<file path="src/shared/i2cas_defs.svh">
// Constants for the two-wire target address select block.
// Assumes inclusion by bare name from rtl and bench files.
`ifndef I2CAS_DEFS_SVH
`define I2CAS_DEFS_SVH
`define I2CAS_BASE_WR_ADDR 8'h70
`define I2CAS_GLOBAL_WR_ADDR 8'h80
`define I2CAS_STRAP_W 3
`define I2CAS_BYTE_BITS 4'h8
`define I2CAS_CKSUM_RESET 8'h00
`define I2CAS_BCAST_RESET 1'b1
`define I2CAS_ADDR_RESET 7'h38
`endif

</file>
<file path="src/shared/i2cas_pkg.sv">
// Types for the two-wire target address select block.
// Assumes nothing beyond a SystemVerilog compiler.
package i2cas_pkg;
  // Receiver phases
  typedef enum logic [1:0] {
    I2CAS_IDLE,
    I2CAS_SHIFT,
    I2CAS_ACK,
    I2CAS_IGNORE
  } i2cas_state_t;
  // Received byte report
  typedef struct packed {
    logic valid;
    logic first;
    logic [7:0] data;
  } i2cas_byte_t;
endpackage

</file>
<file path="src/rtl/i2cas_target.sv">
// Two-wire target front end: address strap decode, broadcast match, write receive and checksum.
// Assumes bus pins are asynchronous to core_clk and sampled well above the bus bit rate.
`timescale 1ns/1ps
`include "i2cas_defs.svh"

// Overview of operation
// - Eight straps map to write addresses 0x70-0x7E
// - Latch strap address on shutdown pin release
// - Redetect request resamples strap, updates address
// - Broadcast enabled: also accept global address 0x80
// - Broadcast disabled: answer local address only
// - Checksum over received bytes is readable
// - Only configuration traffic uses two-wire bus
// - Hold data low through whole acknowledge period
// - Bytes shifted MSB first, eight bits, ack
module i2cas_target (
  // Clock and reset
  input wire logic core_clk,
  input wire logic rstn,
  input wire logic clk_en,
  // Device pins
  input wire logic shutdown_n_pin,
  input wire logic [`I2CAS_STRAP_W-1:0] addr_strap,
  input wire logic scl_in,
  input wire logic sda_in,
  output logic sda_out,
  output logic sda_oe_n,
  // Control from the register map
  input wire logic broadcast_id_enable,
  input wire logic bus_id_redetect,
  input wire logic cksum_clear,
  // Status out
  output logic [6:0] bus_addr_q,
  output logic [7:0] command_checksum_reg,
  output i2cas_pkg::i2cas_byte_t rx_byte_q
);

  // Two-stage synchronisers for every pin
  logic [1:0] scl_s_q, sda_s_q, sdz_s_q;
  logic [`I2CAS_STRAP_W-1:0] strap_m_q, strap_s_q;
  logic scl_d1_q, sda_d1_q, sdz_d1_q, redet_d1_q;
  logic scl_rise, scl_fall, start_seen, stop_seen, sdz_release, redet_req;
  i2cas_pkg::i2cas_state_t state_q;
  logic [7:0] shreg_q;
  logic [3:0] bitcnt_q;
  logic addr_phase_q;
  logic sel_q;
  logic [7:0] byte_full;
  logic addr_hit;
  logic addr_hit_q; // Address verdict, held from the eighth rise to the eighth fall

  // Synchronise pins; only the second stage is read by logic
  always_ff @(posedge core_clk) begin
    if (!rstn) begin
      scl_s_q <= 2'h3;
      sda_s_q <= 2'h3;
      sdz_s_q <= 2'h0;
      strap_m_q <= '0;
      strap_s_q <= '0;
    end else if (clk_en) begin
      scl_s_q <= {scl_s_q[0], scl_in};
      sda_s_q <= {sda_s_q[0], sda_in};
      sdz_s_q <= {sdz_s_q[0], shutdown_n_pin};
      strap_m_q <= addr_strap;
      strap_s_q <= strap_m_q;
    end
  end

  // Delayed copies for edge detection
  always_ff @(posedge core_clk) begin
    if (!rstn) begin
      scl_d1_q <= 1'b1;
      sda_d1_q <= 1'b1;
      sdz_d1_q <= 1'b0;
      redet_d1_q <= 1'b0;
    end else if (clk_en) begin
      scl_d1_q <= scl_s_q[1];
      sda_d1_q <= sda_s_q[1];
      sdz_d1_q <= sdz_s_q[1];
      redet_d1_q <= bus_id_redetect;
    end
  end

  assign scl_rise = scl_s_q[1] & ~scl_d1_q;
  assign scl_fall = ~scl_s_q[1] & scl_d1_q;
  // Data edges while clock is high are start and stop
  assign start_seen = scl_s_q[1] & scl_d1_q & sda_d1_q & ~sda_s_q[1];
  assign stop_seen = scl_s_q[1] & scl_d1_q & ~sda_d1_q & sda_s_q[1];
  assign sdz_release = sdz_s_q[1] & ~sdz_d1_q;
  // Writing one is a request; edge so a held bit does not retrigger
  assign redet_req = bus_id_redetect & ~redet_d1_q;

  // Strap decode and latch; address 0x38 + strap gives 0x70..0x7E bytes
  always_ff @(posedge core_clk) begin
    if (!rstn) begin
      bus_addr_q <= `I2CAS_ADDR_RESET;
    end else if (clk_en && (sdz_release || redet_req)) begin
      // Seven-bit address is the write byte without its direction bit
      bus_addr_q <= 7'((`I2CAS_BASE_WR_ADDR >> 1) | 8'(strap_s_q));
    end
  end

  assign byte_full = {shreg_q[6:0], sda_s_q[1]};
  // Local match always; global match only while enabled
  assign addr_hit = (byte_full[7:1] == bus_addr_q)
    || (broadcast_id_enable && byte_full[7:1] == 7'(`I2CAS_GLOBAL_WR_ADDR >> 1));

  // Receiver: shifts on clock rise, answers acknowledge on clock fall
  always_ff @(posedge core_clk) begin
    if (!rstn) begin
      state_q <= i2cas_pkg::I2CAS_IDLE;
      shreg_q <= 8'h00;
      bitcnt_q <= 4'h0;
      addr_phase_q <= 1'b0;
      sel_q <= 1'b0;
    end else if (clk_en) begin
      if (start_seen) begin
        state_q <= i2cas_pkg::I2CAS_SHIFT;
        bitcnt_q <= 4'h0;
        addr_phase_q <= 1'b1;
        sel_q <= 1'b0;
      end else if (stop_seen) begin
        state_q <= i2cas_pkg::I2CAS_IDLE;
      end else begin
        unique case (state_q)
          i2cas_pkg::I2CAS_IDLE: begin
            bitcnt_q <= 4'h0;
          end
          i2cas_pkg::I2CAS_SHIFT: begin
            if (scl_rise) begin
              shreg_q <= byte_full;
              bitcnt_q <= bitcnt_q + 4'h1;
            end else if (scl_fall && bitcnt_q == `I2CAS_BYTE_BITS) begin
              bitcnt_q <= 4'h0;
              // Read requests and misses are left alone; only writes are taken
              if (addr_phase_q) begin
                sel_q <= addr_hit_q;
                state_q <= addr_hit_q ? i2cas_pkg::I2CAS_ACK : i2cas_pkg::I2CAS_IGNORE;
              end else begin
                state_q <= i2cas_pkg::I2CAS_ACK;
              end
              addr_phase_q <= 1'b0;
            end
          end
          i2cas_pkg::I2CAS_ACK: begin
            // Leave after the acknowledge clock falls
            if (scl_fall) begin
              state_q <= i2cas_pkg::I2CAS_SHIFT;
            end
          end
          i2cas_pkg::I2CAS_IGNORE: begin
            bitcnt_q <= 4'h0;
          end
        endcase
      end
    end
  end

  // Address verdict captured on the eighth rise, write bit must be zero
  always_ff @(posedge core_clk) begin
    if (!rstn) begin
      addr_hit_q <= 1'b0;
    end else if (clk_en && scl_rise && state_q == i2cas_pkg::I2CAS_SHIFT && bitcnt_q == 4'h7) begin
      addr_hit_q <= addr_hit && !sda_s_q[1];
    end
  end

  // Drive data low for the whole acknowledge period, released otherwise
  always_ff @(posedge core_clk) begin
    if (!rstn) begin
      sda_out <= 1'b1;
      sda_oe_n <= 1'b1;
    end else if (clk_en) begin
      sda_out <= 1'b0;
      sda_oe_n <= !(state_q == i2cas_pkg::I2CAS_ACK) || start_seen || stop_seen;
    end
  end

  // Report each accepted data byte; global and local writes look the same downstream
  always_ff @(posedge core_clk) begin
    if (!rstn) begin
      rx_byte_q <= '0;
    end else if (clk_en) begin
      rx_byte_q.valid <= 1'b0;
      if (scl_fall && state_q == i2cas_pkg::I2CAS_SHIFT && bitcnt_q == `I2CAS_BYTE_BITS
          && !addr_phase_q && sel_q) begin
        rx_byte_q.valid <= 1'b1;
        rx_byte_q.data <= shreg_q;
        rx_byte_q.first <= 1'b0;
      end
    end
  end

  // Checksum over accepted data bytes; a clear in the cycle a byte lands restarts the sum from that byte
  always_ff @(posedge core_clk) begin
    if (!rstn) begin
      command_checksum_reg <= `I2CAS_CKSUM_RESET;
    end else if (clk_en) begin
      if (rx_byte_q.valid) begin
        command_checksum_reg <= (cksum_clear ? `I2CAS_CKSUM_RESET : command_checksum_reg)
          + rx_byte_q.data;
      end else if (cksum_clear) begin
        command_checksum_reg <= `I2CAS_CKSUM_RESET;
      end
    end
  end

  // Checks
  property p_ack_low;
    @(posedge core_clk) disable iff (!rstn)
    (clk_en && state_q == i2cas_pkg::I2CAS_ACK && !start_seen && !stop_seen) |=> (!sda_oe_n || !clk_en);
  endproperty
  a_ack_low: assert property (p_ack_low) else $error("ack not driven");

  property p_latch;
    @(posedge core_clk) disable iff (!rstn)
    (clk_en && sdz_release) |=> bus_addr_q == ((`I2CAS_BASE_WR_ADDR >> 1) | 7'($past(strap_s_q)));
  endproperty
  a_latch: assert property (p_latch) else $error("address not latched");

  property p_redet;
    @(posedge core_clk) disable iff (!rstn)
    (clk_en && redet_req) |=> bus_addr_q[2:0] == $past(strap_s_q);
  endproperty
  a_redet: assert property (p_redet) else $error("redetect missed");

  property p_range;
    @(posedge core_clk) disable iff (!rstn)
    (!sdz_s_q[1]) ##1 sdz_s_q[1] ##2 1 |-> bus_addr_q[6:3] == 4'h7;
  endproperty
  a_range: assert property (p_range) else $error("address outside range");

  property p_no_bcast;
    @(posedge core_clk) disable iff (!rstn)
    (clk_en && !broadcast_id_enable && scl_rise && state_q == i2cas_pkg::I2CAS_SHIFT && bitcnt_q == 4'h7
      && byte_full[7:1] == 7'h40 && bus_addr_q != 7'h40) |=> !addr_hit_q;
  endproperty
  a_no_bcast: assert property (p_no_bcast) else $error("global answered while off");

  property p_bcast;
    @(posedge core_clk) disable iff (!rstn)
    (clk_en && broadcast_id_enable && scl_rise && state_q == i2cas_pkg::I2CAS_SHIFT && bitcnt_q == 4'h7
      && byte_full == 8'h80) |=> addr_hit_q;
  endproperty
  a_bcast: assert property (p_bcast) else $error("global not answered");

  property p_cksum;
    @(posedge core_clk) disable iff (!rstn)
    (clk_en && rx_byte_q.valid && !cksum_clear) |=> command_checksum_reg == 8'($past(command_checksum_reg)
      + $past(rx_byte_q.data));
  endproperty
  a_cksum: assert property (p_cksum) else $error("checksum wrong");

  property p_count;
    @(posedge core_clk) disable iff (!rstn)
    state_q == i2cas_pkg::I2CAS_SHIFT |-> bitcnt_q <= `I2CAS_BYTE_BITS;
  endproperty
  a_count: assert property (p_count) else $error("bit count overrun");

  property p_release;
    @(posedge core_clk) disable iff (!rstn)
    (clk_en && state_q == i2cas_pkg::I2CAS_IDLE) |=> (sda_oe_n || !clk_en);
  endproperty
  a_release: assert property (p_release) else $error("bus held while idle");
endmodule

</file>
<file path="config.mk">
export PLATFORM = sky130hd
export DESIGN_NAME = i2cas_target
export DESIGN_NICKNAME = d
export VERILOG_FILES = /design/src/shared/i2cas_pkg.sv /design/src/rtl/i2cas_target.sv
export VERILOG_INCLUDE_DIRS = /design/src /design/src/shared
export SDC_FILE = /design/constraint.sdc
export NUM_CORES = 1
export LEC_CHECK = 0
export BUFFER_PORTS_ARGS = -buffer_cell sky130_fd_sc_hd__buf_2
export CORE_MARGIN = 1.5
export CORE_UTILIZATION = 29
export DETAILED_ROUTE_END_ITERATION = 7
export SYNTH_ARGS = -nofsm -noshare
export SYNTH_HDL_FRONTEND = slang
export SYNTH_SLANG_ARGS = --single-unit
</file>
<file path="constraint.sdc">
create_clock -name core_clk -period 6.65 [get_ports core_clk]
set_input_delay 0.665 -clock core_clk [delete_from_list [all_inputs] [get_ports core_clk]]
set_output_delay 0.665 -clock core_clk [all_outputs]
set_load 0.03 [all_outputs]
</file>
==> results of run 1 <==
-- metrics by stage --
stage / std cells / util (%) / setup slack [ns]
2_1_floorplan: 318 / - / 4.10
3_3_place_gp: 463 / 31.8 / 4.12
3_5_place_dp: 463 / 31.8 / 4.04
4_1_cts: 471 / 32.7 / 4.39
5_1_grt: 471 / 32.7 / 4.23
6_report: 471 / 32.7 / 4.38
-- cell usage in the layout (no fill, tap or decap), drive strengths merged, types with 6 or more instances in the layout --
cell,n
dfxtp,55
nand2,39
nor2b,34
buf,33
mux2i,31
nor2,14
o21ai,14
inv,13
a21boi,12
ha,11
a21oi,9
nand2b,6
nand3,6
-- report_power, final --
part / total (µW) / switching, µW / internal [µW]
logic: 51.4 / 30.1 / 21.3
registers: 340 / 4.83 / 335
clock network: 191 / 115 / 75.8
total: 583 / 150 / 432
-- logic make-up after synthesis --
| family | after synthesis | synth area share [%] |
|---|---|---|
| AND/OR/NAND/NOR | 118 | 22.5 |
| adder cells (fa/ha/maj) | 12 | 5.52 |
| AO/OA/AOI/OAI | 56 | 14.1 |
| other | 2 | 0.263 |
| XOR/XNOR | 8 | 2.45 |
| buffers and inverters | 33 | 5.82 |
| multiplexers | 31 | 10.9 |
| flip-flops | 55 | 38.5 |
-- per-layer routing --
layer | routed length, µm | part of all wire, % | up-vias | GRT usage (%)
li1 | - | - | 1105 | -
met1 | 2890 | 50 | 976 | 15.0
met2 | 2530 | 44 | 40 | 18.0
met3 | 272 | 4.7 | 9 | 2.94
met4 | 88 | 1.5 | 0 | 4.00
met5 | 0 | 0 | - | 0
-- how the worst max path moves through the flow --
stage	endpoint	slack [ns]	cells after the start
finish	command_checksum_reg[7]	4.38	10
global route	rx_byte_q[6]	4.23	6
CTS	command_checksum_reg[7]	4.39	10
detailed placement	command_checksum_reg[7]	4.04	10
global placement	command_checksum_reg[7]	4.12	10
floorplan	command_checksum_reg[7]	4.10	10
-- cell usage after synthesis (8+ instances only) --
library cell	instances	share of area (%)
sky130_fd_sc_hd__a21boi_0	11	2.9
sky130_fd_sc_hd__a21oi_1	8	1.4
sky130_fd_sc_hd__clkbuf_1	10	1.3
sky130_fd_sc_hd__dfxtp_1	55	39
sky130_fd_sc_hd__ha_1	11	4.8
sky130_fd_sc_hd__inv_1	12	1.6
sky130_fd_sc_hd__mux2i_1	31	11
sky130_fd_sc_hd__nand2_1	37	4.9
sky130_fd_sc_hd__nor2_1	12	1.6
sky130_fd_sc_hd__nor2b_1	34	7.4
sky130_fd_sc_hd__o21ai_0	11	1.9
-- cell type report --
cell class / instances / area, µm²
Clock buffer: 5 / 68.8
Clock inverter: 3 / 22.5
Fill cell: 1027 / 6510
Inverter: 12 / 45.0
Multi-Input combinational cell: 230 / 1600
Sequential cell: 55 / 1100
Tap cell: 133 / 166
Timing Repair Buffer: 33 / 165
-- critical path: cells and delay by family --
kind	cells	cell delay (ns)
muxes	1	0.10
and+or+nand+nor	2	0.28
adders and majority gates	1	0.29
AOI/OAI and AO/OA	4	0.91
buffers and inverters	2	0.25
==> results, run 1 <==
- On the final layout, the worst hold slack is ~0.48 ns.
- The slowest cell on the critical path is sky130_fd_sc_hd__ha_1.
- The setup slack of the most critical reg-to-reg path is 4.63 ns.
- The run finished with clean final reports.
- The worst hold path was traced through 2 stages.
- The register area share after synthesis is slightly below 40%.
- The number of setup buffers added after CTS is 0.
- The slew of the pin with the lowest slew margin is 0.912 ns.
- Tracing the worst setup path back leads to its startpoint at cksum_clear.
- The first global-routing pass estimated 9.39 mm of wire.
- The length in cells of the worst reg-to-reg path is 10.
- Relative to the synthesized area, the layout overhead comes to 10.9%.
- The total routing usage reported by global routing is 11.4%.
- The initial standard-cell utilization of the core is 29.5%.
- The startpoint-to-endpoint class of the critical path is in2reg.
- Counting flops with a built-in enable in the synthesized netlist gives 0.
- Traced cell by cell, the critical path runs through buf_2 > nand2b_1 > inv_1 > ha_1 > a211oi_2 > nor2_1 > a31o_1 > a211oi_2 > mux2i_1 > a31o_1.
- Counting along the longest clock path gives a buffer depth of 2.
- Power comes to just under 600 µW.
- The H-tree was split into 2 levels.
- On the final layout, the worst clock skew is between 0.01 and 0.015 ns.
- The initial antenna violation count is 0.
- The register with the most flip-flops in the layout has 9 of them.
- The predominant post-synthesis flop cell is sky130_fd_sc_hd__dfxtp_1.
- The wire-length estimate of the detail-placed layout is around 4.1 mm.
- The floorplan step defined a core boundary enclosing roughly 9700 µm².
- The remaining design rule violation count is 0.
- In this run, distinct cell masters in the synthesized netlist total 54.
- For this design the static power due to leakage is 0.00132 µW.
- The terminating pin of the worst hold path is sda_out.
- Dividing the detail-routed wire length by the instance count gives 12.3 µm.
- The clock period minus worst slack is 2.27 ns.
- The longest individual stage delay on the worst path is 0.29 ns.
- At the worst endpoint, the required time is 6.86 ns.
- After routing the design area is approximately 3200 µm².
- Across the run, the number of max-cap violations was 0.
- In this run the core area contains 36 standard-cell rows.
- The path class of the tightest hold or removal check is reg2reg.
- The worst setup path is captured at a register.
- The post-detailed-placement cell area is between 3000 and 4000 µm².
- Measured against its own limit, the worst slew margin works out to 39.2%.
- The number of detailed-routing iterations run before antenna repair is 4.
- The fraction of registers with async set or reset after synthesis is 0%.
- The final-stage net count is 361.
- At the end of routability-driven placement, the weighted congestion stood at 0.776.
- Data arrives at the worst endpoint at ~2.5 ns.
- The die covers 10500 µm².
- TritonCTS created 5 clock buffers.
- In this run the most critical hold path is launched from sda_out.
- The number of warnings reported in the yosys synthesis log is 0.
- The upper clock frequency limit is 0.440 GHz.
- The average instance area after synthesis is 9.07 µm².
- The mapped netlist covers roughly 2900 µm².
- The number of endpoints with negative hold slack in the final report is 0.
- The die span in x is 102 µm.
- After the first detailed-routing iteration, the DRC count stood at 49.
- The total via count after detailed routing is about 2.1k.
- The highest net fanout along the worst path is 10.
- The worst setup path is launched from an input pin.
- The final critical path takes up 34.2% of the cycle.
- The CTS tree is done.
- The fraction of final layout cells with drive strength greater than 1 is 15.7%.
- Dividing the detail-routed via count by the number of cells gives about 4.5.
- Setup repair after global routing left no endpoint under its margin.
- After technology mapping, the gate count stands at roughly 320.
- The sum of negative setup slack is 0 ns.
- The post-cts resize count is 0.
- The largest net degree at the start of global routing is 63.
- The floorplan step set the die height to between 100 and 150 µm.
- Once detail routing completed, the nets flagged for antenna violations numbered 0.
- Counting flops and latches in the post-synthesis netlist gives between 50 and 60.
- The total overflow left after global routing is 0.
- VDD sags by at most around 0.088 mV.
- The number of sinks driven by the clock tree is 55.
- In this run the tool buffered the top-level ports with 33 buffer cells.
- The reg-to-reg endpoint is command_checksum_reg[6].
- After clock tree synthesis, the clock-pin slew on the worst setup and hold paths is roughly 0.10 ns.
- The number of global-route vias before repair is around 2k.
- After clock tree synthesis, the flow added hold-fix buffers numbering 0.
- The clock latency at the later pin of the worst-skew pair is 0.31 ns.
- The root buffer cell is sky130_fd_sc_hd__clkbuf_8.
- Setup violations remaining at the end of the flow were counted as 0.
- The startpoint identified for the worst register-to-register timing path is command_checksum_reg[0].
- The number of antenna diodes in the final layout is 0.
- The total power divided by cell area is 184 nW/µm².
- The count of pins on the block boundary is 39.
- The final layout contains routed wiring with a total length of 5.78 mm.
- The total count of max-transition violations in the final report is 0.
Power figures use the tool's default switching activity.
==> inputs of run 2 (changes only) <==
==> constraint.sdc (replaced) <==
create_clock -name core_clk -period 1.9 [get_ports core_clk]
set_input_delay 0.19 -clock core_clk [delete_from_list [all_inputs] [get_ports core_clk]]
set_output_delay 0.19 -clock core_clk [all_outputs]
set_load 0.03 [all_outputs]
==> run 2 against run 1 <==
Effect of this change: clock power rose to 3.5 times the previous value; die area unchanged; sequential power rose to 3.5 times the previous value; largest cell class unchanged.
==> results, run 2 (synthesized netlist as in run 1, its figures left out) <==
- Result of the run: finished, final reports clean (unchanged).
- The remaining antenna violation count is 0 (unchanged).
- The number of sinks driven by the clock tree was 55 (unchanged).
- The worst setup slack after layout came to 0.0198 ns (was 4.38 ns).
- The clock period minus worst slack is roughly 1.9 ns.
- The share of total power in the clock network was 32.5% (was 32.8%).
- The number of inserted filler cells in the final layout was 1029 (was 1027).
- The sum of negative setup slack is 0 ns (unchanged).
- The cell area after layout came to 3340 µm² (was 3170 µm²).
- The number of hold-repair buffers added at the cts stage was 0 (unchanged).
- The share of the core filled with cells was 34.5% (was 32.7%).
- The count of H-tree levels built during CTS is 2 (unchanged).
- The static leakage is 0.00138 µW (was 0.00132 µW).
- The switching part of the total is 25.6% (was 25.8%).
- The remaining design rule violation count is 0 (unchanged).
- The number of diodes added for antenna fixing is 0 (unchanged).
- The CTS buffer count came to 5 (unchanged).
- The via count normalized by instance count is 4.52 (about the same).
- The total routing usage reported by global routing is 12.1% (was 11.4%).
- The total count of max-transition violations in the final report was 0 (unchanged).
- The core box area is 9680 µm² (unchanged).
- The slew of the pin with the lowest slew margin came to 0.535 ns (was 0.912 ns).
- The clock latency at the later pin of the worst-skew pair is 0.31 ns (about the same).
- The average detailed-routed wire length per instance was 12.5 µm (was 12.3 µm).
- The fraction of final layout cells with drive strength greater than 1 is 23.1% (was 15.7%).
- The final-stage net count is 373 (was 361).
- The most frequent standard cell in the layout excluding fill and tap cells is sky130_fd_sc_hd__dfxtp_1 (unchanged).
- The total power divided by cell area was 611 nW/µm² (was 184 nW/µm²).
- The data arrival at the endpoint of the critical path is 2.10 ns (was 2.49 ns).
- The clock transition at the registers of the reported paths was 0.10 ns (about the same).
- The cell-internal power is 1520 µW (was 432 µW).
- The setup violation total in the final timing report is 0 (unchanged).
- The number of global-route vias before repair is 2046 (was 1974).
- The CTS tree is done (unchanged).
- The floorplan die area is 10500 µm² (unchanged).
- The post-detailed-placement cell area was 3170 µm² (was 3080 µm²).
- The initial antenna violation count is 0 (unchanged).
- The highest net fanout along the worst path came to 3 (was 10).
- Static timing analysis puts the maximum clock frequency at 0.532 GHz.
- The area growth from synthesis to final layout is 16.9% (was 10.9%).
- The largest buffer count on any clock path is 2 (unchanged).
- The kind of path behind the tightest hold check is in2reg (was reg2reg).
- The number of flip-flops under the largest register name is 9 (unchanged).
- The net switching power of the design is 523 µW (was 150 µW).
- RSZ-0062 raised after global routing: yes (was no).
- The chip height is 102 µm (unchanged).
- The number of DRC markers in iteration 0 is 98 (was 49).
- The initial standard-cell utilization of the core was 29.5% (unchanged).
- The launching element type of the critical path is a register (was input pin).
- The number of detailed-routing iterations run before antenna repair is 4 (unchanged).
- The startpoint-to-endpoint class of the critical path is reg2reg (was in2reg).
- The count of pins on the block boundary is 39 (unchanged).
- The number of endpoints with negative hold slack in the final report is 0 (unchanged).
- The post-route fraction of the period consumed by the critical path is a little over nine tenths.
- The category of the worst setup path capture point is a register (unchanged).
- The sequential share of power came to 58.2% (was 58.4%).
- The total via count after detailed routing is 2185 (was 2130).
- The portion of total power attributed to combinational logic is 9.3% (was 8.8%).
- The detailed-route wire length was 6.05 mm (was 5.78 mm).
- The weighted congestion at the end of routability-driven global placement is 0.830 (was 0.776).
- Top library cells by usage in the layout, fill and taps aside: sky130_fd_sc_hd__dfxtp_1 (51), sky130_fd_sc_hd__nand2_1 (37), sky130_fd_sc_hd__buf_2 (33) (was sky130_fd_sc_hd__dfxtp_1 (55), sky130_fd_sc_hd__nand2_1 (37), sky130_fd_sc_hd__nor2b_1 (34)).
- The overflow left after global routing was 0 (unchanged).
- The worst endpoint required time is 2.12 ns (was 6.86 ns).
- The post-detailed-placement half-perimeter wirelength was 4.36 mm (was 4.12 mm).
- The peak ir drop on the vdd network is 0.318 mV (was 0.0877 mV).
- The headroom to the max-slew limit is 64.1% (was 39.2%).
- The global-route wire length before repair is 9.94 mm (was 9.39 mm).
- The clock tree skew after final layout came to 0.00413 ns (was 0.0115 ns).
- The post-placement setup slack is -0.0679 ns (was 4.04 ns).
- The root buffer cell is sky130_fd_sc_hd__clkbuf_8 (unchanged).
- The final worst hold slack is 0.0877 ns (was 0.475 ns).
- The die span in x was 102 µm (unchanged).
- The largest net degree at the start of global routing came to 25 (was 63).
- The number of max-cap violations is 0 (unchanged).
- The count of input and output buffers is 33 (unchanged).
- The row count is 36 (unchanged).
-- run 2: cell types whose count changed in the layout (fill, tap and decap cells not counted), sizes merged --
cell	before	now
buf	33	45
-- run 2: final timing paths --
check,start,endpoint,slack (ns),cells past startpoint
hold / removal,scl_in,scl_s_q[0],0.09,3
setup / recovery,command_checksum_reg[0],command_checksum_reg[7],0.02,9
hold reg to reg,shreg_q[7],shreg_q[7],0.47,2
setup reg to reg,command_checksum_reg[0],command_checksum_reg[7],0.02,9
-- run 2: metrics by stage --
stage,cells,power [µW]
5_1_grt,483,2150
3_3_place_gp,473,1400
4_1_cts,483,2090
2_1_floorplan,318,1370
6_report,483,2040
3_5_place_dp,473,1410
-- run 2: metal layers --
layer  global-route usage, %  wire length (µm)
met1                    15.9              3000
met2                    20.0              2760
met3                    2.46               212
met4                    3.79                78
met5                       0                 0
-- run 2: power by group through the flow --
stage / Combinational (µW) / Sequential (µW) / Clock [µW]
2_1_floorplan: 154 / 1220 / 0
3_3_place_gp: 188 / 1220 / 0
3_5_place_dp: 190 / 1220 / 0
4_1_cts: 190 / 1190 / 706
5_1_grt: 208 / 1190 / 746
6_report: 189 / 1190 / 664
-- run 2: area by class of cell --
type | count | area (µm²) | share of cell area, %
clock buffer | 5 | 68.8 | 2.06
timing repair buffer | 45 | 259 | 7.75
clock inverter | 3 | 22.5 | 0.674
tap | 133 | 166 | 4.98
sequential | 55 | 1110 | 33.1
inverter | 12 | 45.0 | 1.35
multi-input combinational | 230 | 1670 | 50.1
-- run 2: worst max-delay path, stage by stage, from the launching register on --
cell	delay, ns
sky130_fd_sc_hd__dfxtp_2	0.34
sky130_fd_sc_hd__nor2b_4	0.13
sky130_fd_sc_hd__ha_4	0.16
sky130_fd_sc_hd__buf_6	0.12
sky130_fd_sc_hd__a211oi_4	0.26
sky130_fd_sc_hd__nor2_2	0.08
sky130_fd_sc_hd__a31o_1	0.19
sky130_fd_sc_hd__a211oi_2	0.24
sky130_fd_sc_hd__mux2i_1	0.10
sky130_fd_sc_hd__a31o_1	0.18
-- run 2: timing repair --
item | CTS | global route
buffers inserted | 2 | 0
resized for setup | 2 | 15
pin swaps | 4 | 9
setup endpoints to repair | 2 | 4
